<file path="src/hdl/mpg_consts.svh">
// register offsets, control field positions and reset values of the pwm generator
`ifndef MPG_CONSTS_SVH
`define MPG_CONSTS_SVH

// ==========================================================
// register byte offsets (low 12 address bits)
`define MPG_CTRL_OFS 12'h000
`define MPG_PERIOD_OFS 12'h004
`define MPG_STATUS_OFS 12'h008
`define MPG_DUTY_FIRST_OFS 12'h010
`define MPG_DUTY_LAST_OFS 12'h04C

// ==========================================================
// control register fields
`define MPG_CTRL_EN_BIT 0
`define MPG_CTRL_EDGE_BIT 1
`define MPG_CTRL_DBL_BIT 2
`define MPG_CTRL_PAIR_LSB 4
`define MPG_CTRL_PAIR_MSB 7

// ==========================================================
// reset values
`define MPG_PERIOD_RST 16'h0100
`define MPG_DUTY_RST 16'h0000

`endif

</file>
<file path="src/hdl/mpg_pkg.sv">
// types shared by the pwm generator modules
package mpg_pkg;

  typedef logic [3:0][15:0] mpg_duty4_type;

  typedef struct packed {
    logic en;
    logic edge_al;
    logic dbl;
    logic [3:0] paired;
    logic [15:0] per_sh;
    logic [15:0] per_act;
    logic [15:0][15:0] duty_sh;
    logic [15:0][15:0] duty_act;
    logic [15:0] cnt;
    logic dir_down;
    logic dph_wr;
    logic dph_rd;
    logic rd_done;
    logic [11:0] dph_addr;
    logic [31:0] rdata;
    logic [15:0] pwm;
  } mpg_state_type;

endpackage

</file>
<file path="src/hdl/mpg_group.sv">
// one group of four pwm outputs: two pairs, paired or independent
`timescale 1ns/1ps
module mpg_group (
  input wire logic [15:0] cnt_i,
  input wire logic [15:0] per_i,
  input wire mpg_pkg::mpg_duty4_type duty_i,
  input wire logic paired_i,
  input wire logic center_i,
  output logic [3:0] pwm_o
);

  // ==========================================================
  // compare
  // center pulse grows out from the top of the triangle, so it is symmetric about mid-period
  function automatic logic cmp(input logic [15:0] cnt, input logic [15:0] per,
                               input logic [15:0] duty, input logic center);
    logic [16:0] sum;
    sum = {1'b0, cnt} + {1'b0, duty};
    if (center) begin
      cmp = (sum >= {1'b0, per});
    end else begin
      cmp = (cnt < duty);
    end
  endfunction

  logic on0;
  logic on1;
  logic on2;
  logic on3;

  always_comb begin
    on0 = cmp(cnt_i, per_i, duty_i[0], center_i);
    on1 = cmp(cnt_i, per_i, duty_i[1], center_i);
    on2 = cmp(cnt_i, per_i, duty_i[2], center_i);
    on3 = cmp(cnt_i, per_i, duty_i[3], center_i);
    if (paired_i) begin
      pwm_o = {~on2, on2, ~on0, on0};
    end else begin
      pwm_o = {on3, on2, on1, on0};
    end
  end

endmodule

</file>
<file path="src/hdl/mpg_top.sv">
// pwm generator top: ahb-lite register slave, shared timebase, shadow update, 16 outputs
// Contract
// - software picks center-aligned or edge-aligned waveforms
// - paired mode drives each pair as complements from one duty value
// - nonpaired mode drives four outputs from own duties, chosen per group
// - four groups of four outputs, sixteen outputs in all
// - each group forms two pairs from its four outputs
// - center single update loads new duties once per period only
// - center double update also loads timing values at mid-period
// - single or double update only matters in center-aligned operation
`timescale 1ns/1ps
`include "mpg_consts.svh"
module mpg_top (
  input wire logic mclk_i,
  input wire logic rst_n_i,
  input wire logic hsel_i,
  input wire logic [31:0] haddr_i,
  input wire logic [1:0] htrans_i,
  input wire logic hwrite_i,
  input wire logic [2:0] hsize_i,
  input wire logic [31:0] hwdata_i,
  input wire logic hready_i,
  output logic [31:0] hrdata_o,
  output logic hreadyout_o,
  output logic hresp_o,
  output logic [15:0] pwm_o
);

  mpg_pkg::mpg_state_type s;
  mpg_pkg::mpg_state_type next_s;

  // ==========================================================
  // helpers
  function automatic logic [15:0] last_cnt(input logic [15:0] per);
    last_cnt = (per < 16'h0002) ? 16'h0000 : per - 16'h0001;
  endfunction

  function automatic logic is_duty(input logic [11:0] a);
    is_duty = (a >= `MPG_DUTY_FIRST_OFS) && (a <= `MPG_DUTY_LAST_OFS) && (a[1:0] == 2'h0);
  endfunction

  function automatic logic [3:0] duty_idx(input logic [11:0] a);
    logic [11:0] d;
    d = a - `MPG_DUTY_FIRST_OFS;
    duty_idx = d[5:2];
  endfunction

  // ==========================================================
  // timebase events
  logic [15:0] last;
  logic at_start;
  logic at_mid;
  logic load;
  logic accept;
  logic [15:0] grp_out;

  always_comb begin
    last = last_cnt(s.per_act);
    // >= in edge mode recovers if a mode switch leaves the count above the period
    at_start = s.edge_al ? (s.cnt >= last) : (s.dir_down && s.cnt == 16'h0000);
    at_mid = !s.edge_al && !s.dir_down && (s.cnt == last);
    // double update ignored in edge mode: at_mid never fires there
    load = !s.en || at_start || (at_mid && s.dbl);
    accept = hsel_i && htrans_i[1] && hready_i;
  end

  // ==========================================================
  // groups
  genvar g;
  generate
    for (g = 0; g < 4; g = g + 1) begin : grp
      mpg_group u_grp (
        .cnt_i(s.cnt),
        .per_i(s.per_act),
        .duty_i(s.duty_act[4*g+3 -: 4]),
        .paired_i(s.paired[g]),
        .center_i(!s.edge_al),
        .pwm_o(grp_out[4*g+3 -: 4])
      );
    end
  endgenerate

  // ==========================================================
  // next state
  always_comb begin
    next_s = s;
    if (!s.en) begin
      next_s.cnt = 16'h0000;
      next_s.dir_down = 1'b0;
    end else if (s.edge_al) begin
      next_s.cnt = at_start ? 16'h0000 : s.cnt + 16'h0001;
      next_s.dir_down = 1'b0;
    end else if (!s.dir_down) begin
      if (s.cnt >= last) begin
        next_s.dir_down = 1'b1;
      end else begin
        next_s.cnt = s.cnt + 16'h0001;
      end
    end else begin
      if (s.cnt == 16'h0000) begin
        next_s.dir_down = 1'b0;
      end else begin
        next_s.cnt = s.cnt - 16'h0001;
      end
    end
    if (load) begin
      next_s.per_act = s.per_sh;
      next_s.duty_act = s.duty_sh;
    end
    next_s.pwm = s.en ? grp_out : 16'h0000;

    // bus data phase: writes take no wait, reads take one
    next_s.dph_wr = 1'b0;
    if (s.dph_wr) begin
      case (s.dph_addr)
        `MPG_CTRL_OFS: begin
          next_s.en = hwdata_i[`MPG_CTRL_EN_BIT];
          next_s.edge_al = hwdata_i[`MPG_CTRL_EDGE_BIT];
          next_s.dbl = hwdata_i[`MPG_CTRL_DBL_BIT];
          next_s.paired = hwdata_i[`MPG_CTRL_PAIR_MSB:`MPG_CTRL_PAIR_LSB];
        end
        `MPG_PERIOD_OFS: begin
          next_s.per_sh = hwdata_i[15:0];
        end
        default: begin
          if (is_duty(s.dph_addr)) begin
            next_s.duty_sh[duty_idx(s.dph_addr)] = hwdata_i[15:0];
          end
        end
      endcase
    end
    if (s.dph_rd && !s.rd_done) begin
      next_s.rd_done = 1'b1;
      case (s.dph_addr)
        `MPG_CTRL_OFS: begin
          next_s.rdata = {24'h000000, s.paired, 1'b0, s.dbl, s.edge_al, s.en};
        end
        `MPG_PERIOD_OFS: begin
          next_s.rdata = {16'h0000, s.per_sh};
        end
        `MPG_STATUS_OFS: begin
          next_s.rdata = {s.cnt, 15'h0000, s.dir_down};
        end
        default: begin
          if (is_duty(s.dph_addr)) begin
            next_s.rdata = {16'h0000, s.duty_sh[duty_idx(s.dph_addr)]};
          end else begin
            next_s.rdata = 32'h00000000;
          end
        end
      endcase
    end else if (s.rd_done) begin
      next_s.dph_rd = 1'b0;
      next_s.rd_done = 1'b0;
    end
    if (accept) begin
      next_s.dph_wr = hwrite_i;
      next_s.dph_rd = !hwrite_i;
      next_s.rd_done = 1'b0;
      next_s.dph_addr = haddr_i[11:0];
    end
  end

  always_ff @(posedge mclk_i) begin
    if (!rst_n_i) begin
      s <= '0;
      s.per_sh <= `MPG_PERIOD_RST;
      s.per_act <= `MPG_PERIOD_RST;
      s.duty_sh <= {16{`MPG_DUTY_RST}};
      s.duty_act <= {16{`MPG_DUTY_RST}};
    end else begin
      s <= next_s;
    end
  end

  assign hrdata_o = s.rdata;
  assign hreadyout_o = !(s.dph_rd && !s.rd_done);
  assign hresp_o = 1'b0;
  assign pwm_o = s.pwm;

  // ==========================================================
  // checks
  property p_edge_up;
    @(posedge mclk_i) disable iff (!rst_n_i)
    s.en && s.edge_al |=> !s.dir_down;
  endproperty
  a_edge_up: assert property (p_edge_up) else $error("edge mode counted down");

  property p_pair_a;
    @(posedge mclk_i) disable iff (!rst_n_i)
    $past(s.en) && $past(s.paired[0]) |-> pwm_o[1] == !pwm_o[0];
  endproperty
  a_pair_a: assert property (p_pair_a) else $error("group 0 pair not complementary");

  property p_pair_b;
    @(posedge mclk_i) disable iff (!rst_n_i)
    $past(s.en) && $past(s.paired[2]) |-> pwm_o[11] == !pwm_o[10];
  endproperty
  a_pair_b: assert property (p_pair_b) else $error("group 2 pair b not complementary");

  property p_indep;
    @(posedge mclk_i) disable iff (!rst_n_i)
    s.en && !s.paired[0] && s.edge_al |=> pwm_o[1] == ($past(s.cnt) < $past(s.duty_act[1]));
  endproperty
  a_indep: assert property (p_indep) else $error("independent output ignored own duty");

  property p_off;
    @(posedge mclk_i) disable iff (!rst_n_i)
    !s.en |=> pwm_o == 16'h0000;
  endproperty
  a_off: assert property (p_off) else $error("outputs active while disabled");

  property p_single;
    @(posedge mclk_i) disable iff (!rst_n_i)
    s.en && !s.edge_al && !s.dbl && !at_start |=> $stable(s.duty_act);
  endproperty
  a_single: assert property (p_single) else $error("duty changed mid-period");

  property p_double;
    @(posedge mclk_i) disable iff (!rst_n_i)
    s.en && !s.edge_al && s.dbl && at_mid |=> s.duty_act == $past(s.duty_sh);
  endproperty
  a_double: assert property (p_double) else $error("no midpoint load");

  property p_edge_nodbl;
    @(posedge mclk_i) disable iff (!rst_n_i)
    s.en && s.edge_al && s.dbl && !at_start |=> $stable(s.duty_act) && $stable(s.per_act);
  endproperty
  a_edge_nodbl: assert property (p_edge_nodbl) else $error("edge mode double loaded");

  property p_shadow;
    @(posedge mclk_i) disable iff (!rst_n_i)
    s.en && at_start |=> s.per_act == $past(s.per_sh) ##1 s.per_act == $past(s.per_act);
  endproperty
  a_shadow: assert property (p_shadow) else $error("period not applied at start");

  property p_rd_wait;
    @(posedge mclk_i) disable iff (!rst_n_i)
    !hreadyout_o |=> hreadyout_o;
  endproperty
  a_rd_wait: assert property (p_rd_wait) else $error("read wait longer than one cycle");

  c_edge_wrap: cover property (@(posedge mclk_i) disable iff (!rst_n_i) s.en && s.edge_al && at_start);
  c_mid_load: cover property (@(posedge mclk_i) disable iff (!rst_n_i) s.en && s.dbl && at_mid);
  c_center_start: cover property (@(posedge mclk_i) disable iff (!rst_n_i) s.en && !s.edge_al && at_start);
  c_read: cover property (@(posedge mclk_i) disable iff (!rst_n_i) !hreadyout_o);

endmodule

</file>
<file path="config.mk">
export PLATFORM = sky130hd
export DESIGN_NAME = mpg_top
export DESIGN_NICKNAME = d
export VERILOG_FILES = /design/src/hdl/mpg_pkg.sv /design/src/hdl/mpg_group.sv /design/src/hdl/mpg_top.sv
export VERILOG_INCLUDE_DIRS = /design/src /design/src/hdl
export SDC_FILE = /design/constraint.sdc
export NUM_CORES = 2
export LEC_CHECK = 0
export BUFFER_PORTS_ARGS = -buffer_cell sky130_fd_sc_hd__buf_2
export CAP_MARGIN = 20
export CORE_MARGIN = 1.5
export CORE_UTILIZATION = 30
export DETAILED_ROUTE_END_ITERATION = 7
export PLACE_DENSITY = 0.46
export SLEW_MARGIN = 20
export SYNTH_ARGS = -nofsm -noshare
export SYNTH_HDL_FRONTEND = slang
export SYNTH_SLANG_ARGS = --single-unit
export TNS_END_PERCENT = 30
</file>
<file path="constraint.sdc">
create_clock -name mclk_i -period 17.2 [get_ports mclk_i]
set_clock_uncertainty 0.2 [all_clocks]
set_input_delay 1.72 -clock mclk_i [delete_from_list [all_inputs] [get_ports mclk_i]]
set_output_delay 1.72 -clock mclk_i [all_outputs]
set_load 0.05 [all_outputs]
</file>
; After elaboration in Yosys (flattened, before gate mapping)
; Index checks and enable logic that the tools add are counted.
[word_totals]
reg_bits = 631
ram_bits = 0
mem_count = 0
elab_cells = 193
in_bits = 74
latchBits = 0
output_inout_bits = 50
mem_bits_ro = 0
[classes]
magnitude_cmp = 38
n_mul = 0
n_addsub = 20
div_mod_pow = 0
mux = 40
bitwise_logic = 11
n_eq_ne = 6
n_reduce_logical = 32
n_shift = 0
[op_table]
columns = operator, count
row1 = adder 16 x 16 -> 17 bit, 16
row2 = greater-or-equal comparator 17 x 16 -> 1 bit, 16
row3 = bitwise mux 256 bit, 1
row4 = less-than comparator 16 bit, 16
row5 = two-way mux 16 bit, 7
row6 = case mux 32 bit (3 select lines), 1
row7 = binary-select mux 16 bit (select 4 bit), 1
row8 = demux 16 bit (select 4 bit), 1
row9 = two-way mux 17 bit, 2
row10 = "subtractor 16 x 1 -> 16 bit, second input constant", 2
row11 = two-way mux 1 bit, 21
row12 = "adder 16 x 1 -> 16 bit, second input constant", 1
row13 = equality test 16 bit, 1
row14 = greater-or-equal comparator 16 bit, 1
row15 = logical NOT 16 bit, 1
row16 = "less-than comparator 16 x 2 -> 1 bit, second input constant", 1
row17 = two-way mux 4 bit, 4
row18 = two-way mux 14 bit, 1
row19 = "equality test 12 x 3 -> 1 bit, second input constant", 1
row20 = "equality test 12 x 4 -> 1 bit, second input constant", 1
row21 = "greater-or-equal comparator 12 x 5 -> 1 bit, second input constant", 1
row22 = "<= comparator 12 x 7 -> 1 bit, second input constant", 1
row23 = logical NOT 12 bit, 1
row24 = AND reduction 2 bit, 6
row25 = other kinds (15), 42

; Logic depth before layout (Yosys ltp)
[depth]
word_depth = 6
mapped_depth = 19

; Cells and area by module
; A second synthesis with hierarchy kept.
[hier_totals]
hier_cells = 6033
hier_area_um2 = 50891.3
[by_module_without_submodules]
columns = module, seq_area_each_um2, instances, area_each_um2, cells_each
row1 = mpg_top, 12632.1, 1, 27132.3, 2811
row2 = mpg_group at grp[1].u_grp, 0.0, 1, 6084.6, 828
row3 = mpg_group at grp[2].u_grp, 0.0, 1, 6079.6, 820
row4 = mpg_group at grp[3].u_grp, 0.0, 1, 5803.1, 785
row5 = mpg_group at grp[0].u_grp, 0.0, 1, 5791.8, 789

; Worst setup path before layout
; Ideal clock, no wire load.
[synth_path]
path_type = flip-flop to flip-flop
start = register s[65] (netlist name)
end = register s (netlist bit pwm_o[15])
arrival_time_ns = 5.227
slack_ns = 11.651
stages_incl_launch_ff = 18
path_buffers = 0
path_cell_list = dfxtp_1 inv_1 fa_1 o21bai_1 a21oi_1 o21ba_2 o31a_1 o41ai_1 o41ai_1 or4_1 nand4b_1 ha_1 a211oi_1 o2111ai_1 o221ai_1 a21oi_1 o21a_1 o32a_1
[synth_between]
elab_chain_cells = 5
word_cells_on_any_way = 10
cone_classes = add/sub: 2 / order compare: 4 / mux: 3 / bitwise: 1
[synth_lines]
columns = element, line_no
row1 = "start, declared", mpg_top.sv:29  ; mpg_pkg::mpg_state_type s;
row2 = "start signal, assigned", mpg_top.sv:172  ; s <= next_s;
row3 = adder 16 x 16 -> 17 bit, mpg_group.sv:18  ; sum = {1'b0, cnt} + {1'b0, duty};
row4 = greater-or-equal comparator 17 x 16 -> 1 bit, mpg_group.sv:20  ; cmp = (sum >= {1'b0, per});
row5 = two-way mux 1 bit, mpg_group.sv:19  ; if (center) begin
row6 = inverter 1 bit, mpg_group.sv:37  ; pwm_o = {~on2, on2, ~on0, on0};
row7 = two-way mux 4 bit *, mpg_group.sv:36  ; if (paired_i) begin
; Mark *: on every way between the ends. The rest lies on a longest branch, timed or not.
; A chain may end at the register's enable or synchronous reset.

; Worst setup path in the final report
[layout_path]
start = register s[594] (netlist name)
end = register s[119] (netlist name)
[layout_between]
elab_chain_cells = 6
word_cells_on_any_way = 10
cone_classes = add/sub: 1 / order compare: 2 / eq/ne: 1 / mux: 2 / reduce/logical: 4
[layout_lines]
columns = element, line_no
row1 = subtractor 16 x 1 -> 16 bit / less-than comparator 16 x 2 -> 1 bit (equally long branches), mpg_top.sv:35  ; last_cnt = (per < 16'h0002) ? 16'h0000 : per - 16'h0001;
row2 = two-way mux 16 bit *, mpg_top.sv:35
row3 = greater-or-equal comparator 16 bit / equality test 16 bit (equally long branches), "mpg_top.sv:60, mpg_top.sv:61"
row4 = two-way mux 1 bit / logical AND 1 bit (equally long branches), "mpg_top.sv:60, mpg_top.sv:61"
row5 = logical OR 1 bit / logical AND 1 bit (equally long branches), mpg_top.sv:63  ; load = !s.en || at_start || (at_mid && s.dbl);
row6 = logical OR 1 bit *, mpg_top.sv:63
; Marked as above.

==> run_results.csv <==
group,metric,value,unit
setup_path,r2r-end,"s[119]",
die,die-area,167000,sq um
setup_path,path_delay_family,"simple AND/OR/NAND/NOR gates",
synthesis,synth-simple-area-share,17.2,%
final_layout,seq_area,12700,sq um
cts,cts_resized,0,
cts,clkTransAtPathRegs,0.06,ns
timing,timing_worst_slew_pin_value,1.15,ns
timing,period_needed,7.09,ns
cts,tritoncts,"yes",
setup_path,required,17.58,ns
power_and_ir_drop,leakage,0.0218,uW
timing,drv_slew,0,
timing,timing.hold.ws,0.254,ns
synthesis,synth.area.mux_share,5.08,%
final_layout,n_fill_cell,17315,
synthesis,syn_nets,7016,
cts,post_cts_buffers,0,
timing,finalSetupTns,0,ns
die,initial_utilization,30.2,%
cts,clock_sinks,631,
drt,detail_route.wl_per_cell,22.7,um
hold_path,min_path_type,"reg -> reg",
cts,clock_latency,0.69,ns
cts,cts_root_buf,"clkbuf_16",
power_and_ir_drop,swShare,24.8,%
setup_path,cp_cell_sequence,"nor4_1 -> nand2_1 -> nor4_1 -> nand2_1 -> nor4_1 -> xnor2_1 -> nand2_1 -> ha_1 -> nand4_1 -> nor4_1 -> nor2_1 -> o2111ai_2 -> nand2_1 -> o211a_4 -> buf_4 -> buf_4 -> nand2_1 -> a21oi_1",
cts,cts_hold_buf,0,
global_route,grt_max_degree,199,
cts,cts_max_level,3,
synthesis,syn_area,49200,sq um
die,die_width,408,um
timing,final-setup-viol-count,0,
synthesis,synth_warnings,0,
global_route,overflow,0,
place,hpwl,131,mm
setup_path,end_kind,"register",
setup_path,crit_path_frequent_cell,"nand2_1",
drt,wl_met1,89.8,mm
setup_path,crit_arrival,7.47,ns
final_layout,layout_common_cells,"916 x nand2_1, 793 x ha_1, 786 x a21oi_1",
final_layout,fin_nets,6904,
timing,finalCritPeriodShare,41.2,%
power_and_ir_drop,pwr-share-seq,43.8,%
drt,vias_per_cell,5.29,
drt,drtPass1Iterations,5,
power_and_ir_drop,combPwrFrac,3.4,%
power_and_ir_drop,p_int,2520,uW
setup_path,r2r_start,"s[594]",
drt,dr_wl_met3,9.83,mm
power_and_ir_drop,powerDensity,62.2,nW/um^2
global_route,antenna_found_initial,19,
timing,hold_viol_final,0,
synthesis,synthXorXnorAreaFrac,4.06,%
final_layout,area_growth,9.48,%
synthesis,synthAdderAreaFrac,20.8,%
drt,wl,187,mm
cts,cts_inserted_buffers,81,
hold_path,min_to,"hrdata_o[18]",
timing,slew_headroom,23.6,%
synthesis,synth_compound_area_share,20.0,%
place,io_buffers,82,
status,status,"finished clean",
global_route,grt_util_all_layers,21.8,%
place,gp_congestion,0.895,
setup_path,r2r_slack,10.11,ns
synthesis,synth_top_family_by_area,"adder cells",
synthesis,synth_area_per_cell,8.03,sq um
synthesis,synth_seq_cells,631,
global_route,grt_pass1_wl,276,mm
drt,vias,43782,
drt,route.antenna.remaining_nets,0,
setup_path,cp_max_fo,85,
setup_path,cp_slowest_stage_delay,0.92,ns
synthesis,synth-edff-count,0,
die,die_h,408,um
cts,clockBufferDepth,3,
power_and_ir_drop,p_switching,831,uW
final_layout,final_common_cell,"nand2_1",
drt,routed.top_layer,"met5",
final_layout,drive_gt1_share,7.36,%
die,design.core.area,163000,sq um
setup_path,crit_type,"reg -> reg",
setup_path,rr_worst_depth,18,
synthesis,ys_seq_area_share,25.7,%
hold_path,worstHoldPathCells,2,
drt,drtIter0Drc,3364,
synthesis,ys_types,97,
die,io_pins,124,
setup_path,cp_slowest_cell,"buf_4",
synthesis,synthCells,6133,
global_route,grt_pass1_vias,41671,
power_and_ir_drop,ir_drop,0.0000615,V
setup_path,crit_buf_inv,2,
job,drv_cap,0,
timing,timing.fmax,0.141,GHz
drt,drcViolationCount,0,
final_layout,multi_input_area,33100,sq um
timing,rsz0062_at_grt,"false",
hold_path,worstHoldStart,"hrdata_o[18]",
setup_path,critPathLaunchType,"register",
power_and_ir_drop,power.share.clock,52.8,%
drt,met2_length,83.6,mm
die,rows,148,
synthesis,synth_flop_cell,"dfxtp_1",
synthesis,async_flop_share,0,%
[Yosys cell counts, types with 16 or more instances]
cell / count / share of area (%)
a211oi_1: 34 / 0.52
o22ai_1: 16 / 0.20
mux4_2: 80 / 3.7
xor2_1: 88 / 1.6
buf_4: 73 / 1.1
ha_1: 793 / 20
dfxtp_1: 631 / 26
nand3_1: 75 / 0.76
inv_1: 455 / 3.5
o21bai_1: 64 / 0.98
or3_1: 31 / 0.39
fa_1: 16 / 0.65
nand2b_1: 79 / 1.0
nor4_1: 33 / 0.42
buf_2: 67 / 0.68
a21o_1: 82 / 1.3
a2111oi_0: 34 / 0.60
mux2i_1: 69 / 1.4
o211ai_1: 30 / 0.46
nor3b_1: 23 / 0.35
nand4_1: 56 / 0.71
a31oi_1: 31 / 0.39
a21oi_1: 786 / 8.0
o21ai_0: 338 / 3.4
nor2_1: 347 / 2.6
nand2_1: 918 / 7.0
nor2b_1: 78 / 0.99
a311oi_1: 18 / 0.32
o21a_1: 42 / 0.64
o21ai_1: 22 / 0.22
xnor2_1: 140 / 2.5
nor3_1: 105 / 1.1
clkbuf_1: 174 / 1.3
[per-layer routing]
metal	vias to the layer above	GRT usage [%]
met5	-	0
met4	2	5.53
met3	164	2.27
met2	1196	35.0
met1	21290	31.1
li1	21130	-
[worst reg2reg max path, delay by kind of cell (launching register included)]
| kind | cells | cell delay [ns] |
|---|---|---|
| AND/OR/NAND/NOR | 11 | 3.01 |
| buffers and inverters | 2 | 1.86 |
| AO/OA/AOI/OAI | 3 | 1.07 |
| flip-flops | 1 | 0.35 |
| adder cells (fa/ha/maj) | 1 | 0.32 |
| XOR/XNOR | 1 | 0.17 |
[state kept, by name (all words and copies together), names as in the netlist]
register and flops:
hrdata_o 32, s 583, pwm_o 16
[cells by family (layout without fill, tap and decap cells)]
group | count (synthesis) | count (layout)
other | 1 | 12
adders and majority gates | 809 | 809
buffers and inverters | 807 | 758
DFF | 631 | 631
muxes | 150 | 150
xor gates and xnor gates | 228 | 228
AOI/OAI and AO/OA | 1656 | 1656
and+or+nand+nor | 1851 | 1851
[through the flow]
stage | util [%] | area (sq um) | cells | total power [uW] | worst slack [ns]
2_1_floorplan | - | 49200 | 6133 | 1570 | 11.65
3_3_place_gp | 31.4 | 51200 | 8112 | 1610 | 10.28
3_5_place_dp | 31.4 | 51200 | 8112 | 1610 | 10.25
4_1_cts | 33.1 | 53900 | 8258 | 3390 | 10.18
5_1_grt | 33.1 | 53900 | 8262 | 3450 | 9.66
6_report | 33.1 | 53900 | 8270 | 3350 | 10.11
[power groups by stage]
stage                     registers [uW]  logic [uW]  clock network, uW
after floorplan                     1500        73.4                  0
after global placement              1500         111                  0
after detailed placement            1500         111                  0
after CTS                           1470         111               1810
after global routing                1470         118               1860
final                               1470         113               1770
[final cells by class]
cell class	count	share of cell area [%]
flip-flops and latches	631	23.5
multi-input cells	4695	61.4
clock inverters	34	0.715
inverters	458	3.20
clock buffers	112	4.31
diodes	11	0.0511
well taps	2175	5.05
repair buffers	154	1.81
[how the worst max path moves through the flow]
stage / start / endpoint / slack [ns] / depth (start not counted)
floorplan: s[65] / pwm_o[15] / 11.65 / 17
global placement: s[594] / s[106] / 10.28 / 18
detailed placement: s[594] / s[119] / 10.25 / 18
CTS: s[594] / s[119] / 10.18 / 18
global route: s[594] / s[111] / 9.66 / 18
finish: s[594] / s[119] / 10.11 / 18
Note: power is estimated with default switching activity, not from simulation.
